### config.mk
export PLATFORM = sky130hd
export DESIGN_NAME = cblu_branch_unit
export DESIGN_NICKNAME = d
export VERILOG_FILES = /design/src/cblu_pkg.sv /design/src/cblu_branch_unit.sv /design/src/cblu_cti_class.sv
export SDC_FILE = /design/constraint.sdc
export NUM_CORES = 1
export LEC_CHECK = 0
export BUFFER_PORTS_ARGS = -buffer_cell sky130_fd_sc_hd__buf_2
export CORE_AREA = 2 2 113 115
export DETAILED_ROUTE_END_ITERATION = 10
export DIE_AREA = 0 0 115 117
export GPL_ROUTABILITY_DRIVEN = 0
export HOLD_SLACK_MARGIN = 0.06
export PLACE_DENSITY = 0.95
export RECOVER_POWER = 25
export SETUP_SLACK_MARGIN = 0.1
export SYNTH_ARGS = -nofsm -noshare
export SYNTH_HDL_FRONTEND = slang
export SYNTH_HIERARCHICAL = 1
export SYNTH_SLANG_ARGS = --single-unit
### constraint.sdc
create_clock -name clk -period 9.1 [get_ports clk]
set_clock_uncertainty 0.05 [all_clocks]
set_input_delay 0.91 -clock clk [delete_from_list [all_inputs] [get_ports clk]]
set_output_delay 0.91 -clock clk [all_outputs]
set_load 0.005 [all_outputs]
### src/cblu_pkg.sv
// constants and types for the conditional branch likely unit
package cblu_pkg;

	// ==================================================================
	// instruction field positions
	localparam int OPC_HI = 31;
	localparam int OPC_LO = 26;
	localparam int RSA_HI = 25;
	localparam int RSA_LO = 21;
	localparam int RSB_HI = 20;
	localparam int RSB_LO = 16;
	localparam int OFS_HI = 15;
	localparam int OFS_LO = 0;
	localparam int FUNCT_HI = 5;
	localparam int FUNCT_LO = 0;
	localparam int SIGN_BIT = 31;
	localparam int EXCEPTION_RETURN_NO_CLEAR_BIT = 6;
	localparam int COP_CO_BIT = 25;

	// ==================================================================
	// widths
	localparam int WORD_W = 32;
	localparam int OFS_W = 16;
	localparam int SHIFT_W = 2;
	localparam int BROFS_W = 18;

	// ==================================================================
	// primary opcodes
	localparam logic [5:0] OPC_SPECIAL = 6'h00;
	localparam logic [5:0] OPC_REG_IMM_GROUP = 6'h01; // register_immediate_group_opcode
	localparam logic [5:0] OPC_JUMP = 6'h02;
	localparam logic [5:0] OPC_JUMP_LINK = 6'h03;
	localparam logic [5:0] OPC_BR_EQUAL = 6'h04;
	localparam logic [5:0] OPC_BR_UNEQUAL = 6'h05;
	localparam logic [5:0] OPC_BR_LEZ = 6'h06;
	localparam logic [5:0] OPC_BR_GTZ = 6'h07;
	localparam logic [5:0] OPC_POP10 = 6'h08;
	localparam logic [5:0] OPC_COP0 = 6'h10;
	localparam logic [5:0] OPC_COP1 = 6'h11;
	localparam logic [5:0] OPC_BR_EQUAL_LIKELY = 6'h14;
	localparam logic [5:0] OPC_BR_UNEQUAL_LIKELY = 6'h15;
	localparam logic [5:0] OPC_BR_LEZ_LIKELY = 6'h16;
	localparam logic [5:0] OPC_BR_GTZ_LIKELY = 6'h17;
	localparam logic [5:0] OPC_POP30 = 6'h18;
	localparam logic [5:0] OPC_COMPACT_BR = 6'h32;
	localparam logic [5:0] OPC_COMPACT_BEQZ = 6'h36;
	localparam logic [5:0] OPC_COMPACT_BAL = 6'h3a;
	localparam logic [5:0] OPC_COMPACT_BNEZ = 6'h3e;

	// ==================================================================
	// secondary codes
	localparam logic [4:0] RI_NEG_LIKELY = 5'h02; // branch_negative_likely selector
	localparam logic [4:0] RI_BRANCH_MASK = 5'h0c; // selectors 0x00..0x03, 0x10..0x13
	localparam logic [4:0] COP1_BRANCH_RS = 5'h08;
	localparam logic [5:0] FN_JUMP_REG = 6'h08;
	localparam logic [5:0] FN_JUMP_REG_LINK = 6'h09;
	localparam logic [5:0] FN_EXC_RETURN = 6'h18;
	localparam logic [5:0] FN_DBG_RETURN = 6'h1f;
	localparam logic [5:0] FN_WAIT = 6'h20;
	localparam logic [31:0] PAUSE_WORD = 32'h0000_0140;

	// ==================================================================
	// address step to the delay slot
	localparam logic [31:0] INSTR_BYTES = 32'h0000_0004;

	// branch kinds handled by this unit
	typedef enum logic [1:0] {
		CBLU_KIND_NONE,
		CBLU_KIND_NEG_LIKELY,
		CBLU_KIND_UNEQUAL,
		CBLU_KIND_UNEQUAL_LIKELY
	} cblu_kind_t;

endpackage : cblu_pkg

### src/cblu_branch_unit.sv
// branch decode and resolve for the negative likely and unequal branches
`timescale 1ns/1ns

// Summary of operation
// - decode group opcode with selector 00010
// - target is slot address plus sign-extended offset*4
// - negative likely taken when sign bit set
// - unequal forms taken when registers differ
// - redirect only after delay slot executes
// - likely not taken annuls delay slot
// - release 6: control transfer in slot traps
// - control transfers: branches, jumps, returns, wait, pause
// - likely forms reserved on release 6
// - likely predicted taken, tables untouched
// - oldest level: negative likely is reserved
module cblu_branch_unit (
	// clock, reset, enable
	input wire logic clk,
	input wire logic rst,
	input wire logic ce,
	// implementation level straps
	input wire logic release6,
	input wire logic oldest_level,
	// instruction issue from decode
	input wire logic instr_valid,
	input wire logic [31:0] instr,
	input wire logic [31:0] instr_pc,
	// general register values read for both register fields
	input wire logic [31:0] source_reg_a_val,
	input wire logic [31:0] source_reg_b_val,
	// branch resolution
	output logic branch_seen_q,
	output logic branch_taken_q,
	output logic [31:0] branch_target_q,
	output logic predict_taken_q,
	output logic predictor_access_q,
	// delay slot outcome
	output logic redirect_q,
	output logic [31:0] redirect_pc_q,
	output logic annul_slot_q,
	output logic reserved_instr_q
);
	import cblu_pkg::*;

	// ==================================================================
	// decode helper

	// map an instruction word to the branch kind it names
	function automatic cblu_kind_t decode_kind(input logic [31:0] w);
		cblu_kind_t k;
		k = CBLU_KIND_NONE;
		if (w[OPC_HI:OPC_LO] == OPC_REG_IMM_GROUP && w[RSB_HI:RSB_LO] == RI_NEG_LIKELY) begin
			k = CBLU_KIND_NEG_LIKELY;
		end else if (w[OPC_HI:OPC_LO] == OPC_BR_UNEQUAL) begin
			k = CBLU_KIND_UNEQUAL;
		end else if (w[OPC_HI:OPC_LO] == OPC_BR_UNEQUAL_LIKELY) begin
			k = CBLU_KIND_UNEQUAL_LIKELY;
		end
		return k;
	endfunction : decode_kind

	// ==================================================================
	// state

	typedef enum logic {
		CBLU_ST_IDLE,
		CBLU_ST_SLOT
	} cblu_state_t;

	cblu_state_t state_q; // idle or waiting for the delay slot
	logic pend_taken_q; // pending branch outcome
	logic pend_likely_q; // pending branch is a likely form
	logic [31:0] pend_target_q; // pending branch target

	// ==================================================================
	// combinational decode of the issuing word

	cblu_kind_t kind; // kind of the issuing word
	logic is_likely; // issuing word is a likely form
	logic reserved_kind; // encoding not provided at this level
	logic cond_true; // branch condition
	logic [31:0] slot_pc; // address of the delay slot
	logic [31:0] offset_ext; // sign-extended, shifted offset
	logic [BROFS_W-1:0] offset_sh; // offset moved up two places
	logic slot_is_cti; // issuing word transfers control

	assign kind = decode_kind(instr);
	assign is_likely = (kind == CBLU_KIND_NEG_LIKELY) || (kind == CBLU_KIND_UNEQUAL_LIKELY);

	// likely forms absent on release 6; oldest level lacks negative likely
	assign reserved_kind = (is_likely && release6) ||
		(kind == CBLU_KIND_NEG_LIKELY && oldest_level);

	// condition per kind
	always_comb begin
		cond_true = 1'b0;
		unique case (kind)
			CBLU_KIND_NEG_LIKELY: begin
				cond_true = source_reg_a_val[SIGN_BIT];
			end
			CBLU_KIND_UNEQUAL, CBLU_KIND_UNEQUAL_LIKELY: begin
				cond_true = (source_reg_a_val != source_reg_b_val);
			end
			CBLU_KIND_NONE: begin
				cond_true = 1'b0;
			end
		endcase
	end

	// offset is relative to the slot, not the branch itself
	assign slot_pc = instr_pc + INSTR_BYTES;
	assign offset_sh = {instr[OFS_HI:OFS_LO], {SHIFT_W{1'b0}}};
	assign offset_ext = {{(WORD_W-BROFS_W){offset_sh[BROFS_W-1]}}, offset_sh};

	// the same classifier serves every slot word
	cblu_cti_class u_cti (
		.instr(instr),
		.is_cti(slot_is_cti)
	);

	// ==================================================================
	// slot tracking; the word after an accepted branch is its delay slot

	always_ff @(posedge clk) begin
		if (rst) begin
			state_q <= CBLU_ST_IDLE;
		end else if (ce && instr_valid) begin
			unique case (state_q)
				CBLU_ST_IDLE: begin
					// a reserved encoding traps and opens no slot
					if (kind != CBLU_KIND_NONE && !reserved_kind) begin
						state_q <= CBLU_ST_SLOT;
					end
				end
				CBLU_ST_SLOT: begin
					// a branch in the slot is not started again; old levels leave it undefined
					state_q <= CBLU_ST_IDLE;
				end
			endcase
		end
	end

	// capture the outcome when the branch issues
	always_ff @(posedge clk) begin
		if (rst) begin
			pend_taken_q <= 1'b0;
			pend_likely_q <= 1'b0;
			pend_target_q <= 32'h0000_0000;
		end else if (ce && instr_valid && state_q == CBLU_ST_IDLE && kind != CBLU_KIND_NONE) begin
			pend_taken_q <= cond_true;
			pend_likely_q <= is_likely;
			pend_target_q <= slot_pc + offset_ext;
		end
	end

	// ==================================================================
	// resolution pulses at branch issue

	always_ff @(posedge clk) begin
		if (rst) begin
			branch_seen_q <= 1'b0;
			branch_taken_q <= 1'b0;
			branch_target_q <= 32'h0000_0000;
			predict_taken_q <= 1'b0;
			predictor_access_q <= 1'b0;
		end else if (ce) begin
			// one pulse per accepted branch outside a slot
			branch_seen_q <= instr_valid && state_q == CBLU_ST_IDLE &&
				kind != CBLU_KIND_NONE && !reserved_kind;
			branch_taken_q <= cond_true;
			branch_target_q <= slot_pc + offset_ext;
			// likely forms: static taken, tables bypassed
			predict_taken_q <= instr_valid && state_q == CBLU_ST_IDLE && is_likely;
			predictor_access_q <= instr_valid && state_q == CBLU_ST_IDLE &&
				kind == CBLU_KIND_UNEQUAL;
		end
	end

	// ==================================================================
	// delay slot outcome; trap wins over redirect so the handler can retry

	always_ff @(posedge clk) begin
		if (rst) begin
			redirect_q <= 1'b0;
			redirect_pc_q <= 32'h0000_0000;
			annul_slot_q <= 1'b0;
			reserved_instr_q <= 1'b0;
		end else if (ce) begin
			redirect_q <= 1'b0;
			annul_slot_q <= 1'b0;
			reserved_instr_q <= 1'b0;
			if (instr_valid && state_q == CBLU_ST_IDLE) begin
				// reserved likely encodings trap at issue
				reserved_instr_q <= reserved_kind;
			end else if (instr_valid && state_q == CBLU_ST_SLOT) begin
				if (release6 && slot_is_cti) begin
					reserved_instr_q <= 1'b1;
				end else if (pend_likely_q && !pend_taken_q) begin
					annul_slot_q <= 1'b1;
				end else if (pend_taken_q) begin
					// jump only once the slot word has gone through
					redirect_q <= 1'b1;
				end
				redirect_pc_q <= pend_target_q;
			end
		end
	end

endmodule : cblu_branch_unit

### src/cblu_cti_class.sv
// classifier flagging control-transfer instructions
`timescale 1ns/1ns

module cblu_cti_class (
	// instruction word under test
	input wire logic [31:0] instr,
	// high when the word transfers control
	output logic is_cti
);
	import cblu_pkg::*;

	logic [5:0] opc; // primary opcode
	logic [5:0] fn; // function field
	logic [4:0] sel_b; // second register field, selector under the group opcode
	logic [4:0] sel_a; // first register field

	assign opc = instr[OPC_HI:OPC_LO];
	assign fn = instr[FUNCT_HI:FUNCT_LO];
	assign sel_b = instr[RSB_HI:RSB_LO];
	assign sel_a = instr[RSA_HI:RSA_LO];

	// ==================================================================
	// opcode classification; exception returns match with or without clear
	always_comb begin
		is_cti = 1'b0;
		unique case (opc)
			OPC_JUMP, OPC_JUMP_LINK, OPC_BR_EQUAL, OPC_BR_UNEQUAL, OPC_BR_LEZ, OPC_BR_GTZ,
			OPC_BR_EQUAL_LIKELY, OPC_BR_UNEQUAL_LIKELY, OPC_BR_LEZ_LIKELY, OPC_BR_GTZ_LIKELY,
			OPC_POP10, OPC_POP30, OPC_COMPACT_BR, OPC_COMPACT_BEQZ, OPC_COMPACT_BAL,
			OPC_COMPACT_BNEZ: begin
				is_cti = 1'b1; // branches and jumps
			end
			OPC_REG_IMM_GROUP: begin
				// conditional forms incl. no_op_and_link
				is_cti = ((sel_b & RI_BRANCH_MASK) == 5'h00);
			end
			OPC_SPECIAL: begin
				// register jumps, wait-free pause
				is_cti = (fn == FN_JUMP_REG) || (fn == FN_JUMP_REG_LINK) || (instr == PAUSE_WORD);
			end
			OPC_COP0: begin
				// exception_return, exception_return_no_clear, debug return, wait
				is_cti = instr[COP_CO_BIT] &&
					((fn == FN_EXC_RETURN) || (fn == FN_DBG_RETURN) || (fn == FN_WAIT));
			end
			OPC_COP1: begin
				is_cti = (sel_a == COP1_BRANCH_RS); // floating condition branches
			end
			default: begin
				is_cti = 1'b0;
			end
		endcase
	end

endmodule : cblu_cti_class

==> results.sh <==
export IMPL_max_freq_mhz=262.6
export IMPL_fp_dieArea_mm2=0.01346
export IMPL_placedCellCount=1123
export IMPL_cts_resized=0
export IMPL_wirelength_um=19630
export IMPL_post_drt_wl_per_cell_um=17.23
export IMPL_track_usage_pct=28.32
export IMPL_synth_flop_cell="dfxtp_1"
export IMPL_power_leakage_uw=0.003404
export IMPL_worst_slew_margin_rel_pct=26.11
export IMPL_syn_nets=1005
export IMPL_ys_seq_area_share_pct=31.88
export IMPL_htreeDepth=3
export IMPL_synth_area_mm2=0.006656
export IMPL_ys_ff_latch=106
export IMPL_path_max_fanout=4
export IMPL_setup_ws_ns=5.292
export IMPL_final_antenna_net_count=0
export IMPL_crit_path_cell_trace="buf_2, ha_1, ha_1, fa_1, a211oi_1, o211ai_1, a32o_1, a211oi_1, mux2_2, a31o_2"
export IMPL_drc=0
export IMPL_pre_cts_slack_ns=5.023
export IMPL_multiInputGateArea_mm2=0.004258
export IMPL_cts_hold_buf=0
export IMPL_synth_distinct_cells=82
export IMPL_cts_clk_slew_worst_paths_ns=0.07
export IMPL_clockBufferDepth=2
export IMPL_place_hpwl_um=15030
export IMPL_drive_above_1_share_pct=22.95
export IMPL_syn_to_final_growth_pct=19.04
export IMPL_arrival_ns=4.00
export IMPL_overflow=0
export IMPL_fin_setup_tns_ns=0
export IMPL_yosys_warnings=6
export IMPL_io_pins=205
export IMPL_insertion_delay_ns=0.35
export IMPL_drtIter0Drc=592
export IMPL_rows=41
export IMPL_final_common_cell="buf_2"
export IMPL_initial_core_util_pct=54.07
export IMPL_grt_pass1_vias=6190
export IMPL_first_pass_iters=5
export IMPL_crit_slowest_cell="fa_1"
export IMPL_grt_max_degree=107
export IMPL_power_uw=1197
export IMPL_clockRootBuffer="clkbuf_16"
export IMPL_final_setup_viol_count=0
export IMPL_worst_slew_pin_transition_ns=1.108
export IMPL_slew_viol_final=0
export IMPL_n_fill_cell=1007
export IMPL_die_w_um=115
export IMPL_routed_via_count=6951
export IMPL_period_needed_ns=3.808
export IMPL_final_cell_mix="buf_2, nand2_1, dfxtp_1"
export IMPL_hold_viol=0
export IMPL_coreArea_mm2=0.01231
export IMPL_grt_pass1_wl_um=30140
export IMPL_die_h_um=117
export IMPL_postSynthCellCount=813
export IMPL_critPathKind="in2reg"
export IMPL_cts_tree="yes"
export IMPL_required_ns=9.29
export IMPL_grt_antenna_before_repair=0
export IMPL_finalCritPeriodShare_pct=41.84
export IMPL_rsz0062_at_grt="no"
export IMPL_cp_start_kind="primary input"
export IMPL_power_density_mw_per_mm2=151.1
export IMPL_io_buffer_count=204
export IMPL_cts_sinks=106
export IMPL_cts_made_buffers=9
export IMPL_synth_edff_count=0
export IMPL_synthArstFlopShare_pct=0
export IMPL_regArea_mm2=0.002122
export IMPL_hp_class="reg2reg"
export IMPL_avgSynthCellArea_um2=8.187
export IMPL_postCtsSetupBuffers=0
export IMPL_via_per_inst=6.103
export IMPL_ir_drop_mv=0.1019
export IMPL_diodes=0
export IMPL_fin_cells=1139
export IMPL_cp_end_kind="register"
export IMPL_largestRegisters="branch_target_q: 32 flops, pend_target_q: 32 flops, redirect_pc_q: 32 flops"
export IMPL_slowest_delay_ns=0.44
export IMPL_status="finished clean"
export IMPL_final_nets=1176
export IMPL_max_cap_violations=0
-- Yosys cell counts (all sizes together) (17+ instances only) --
library cell | count | area share (%)
a21o | 17 | 1.9
a21oi | 86 | 6.6
buf | 24 | 2.1
clkbuf | 23 | 1.3
dfxtp | 106 | 32
ha | 57 | 11
nand2 | 144 | 8.2
nand3 | 31 | 2.6
nand4 | 22 | 2.1
nor2 | 39 | 2.2
nor3 | 19 | 1.5
o21ai | 30 | 2.3
xnor2 | 44 | 5.8
-- metal layers --
metal,vias to the layer above,global-route usage (%),part of all wire [%]
met4,0,11.81,3.3
met1,3183,35.00,40
met5,-,0,0
met2,421,48.90,48
li1,3287,-,-
met3,60,5.098,9.2
-- logic make-up (layout without fill, tap and decap cells) --
kind of cell / after synthesis / count (layout) / synth area share [%]
AOI/OAI and AO/OA: 211 / 211 / 21.15
xor gates and xnor gates: 47 / 47 / 6.184
adders and majority gates: 58 / 58 / 11.01
buffers and inverters: 61 / 237 / 4.154
DFF: 106 / 106 / 31.88
muxes: 16 / 16 / 2.444
and+or+nand+nor: 314 / 314 / 23.18
-- metrics by stage --
step,hold WS (ns),cell area [um^2],utilization (%)
floorplan,0.3749,6656,-
global route,0.4197,7924,64.36
CTS,0.4031,7959,64.64
finish,0.4013,7924,64.36
global placement,0.3881,7664,62.25
detailed placement,0.3931,7664,62.25
-- power breakdown --
group	leakage (uW)	switching [uW]	internal [uW]	total (uW)
registers	0.000861	12.1	482	495
logic	0.00240	191	129	320
clock network	0.000143	183	199	382
total	0.00340	386	810	1200
-- cell type report --
type,instances,share of cell area [%]
Multi-Input combinational cell,646,53.73
Clock buffer,10,3.016
Inverter,14,0.6632
Clock inverter,6,0.7106
Tap cell,150,2.369
Timing Repair Buffer,207,12.73
Sequential cell,106,26.78
-- worst paths after layout --
kind / from / depth (start not counted) / slack, ns / to
setup reg to reg: state_q / 5 / 7.11 / pend_target_q[30]
setup / recovery: instr[1] / 10 / 5.29 / branch_target_q[27]
hold reg to reg: pend_target_q[22] / 2 / 0.40 / redirect_pc_q[22]
hold / removal: pend_target_q[22] / 2 / 0.40 / redirect_pc_q[22]
-- worst max-delay path: cells and delay by family --
kind            cells  cell delay [ns]
compound gates      5             1.60
fa+ha+maj           3             0.97
mux                 1             0.38
buf+inv             1             0.13
No activity file was read; power rests on OpenSTA's default activity.
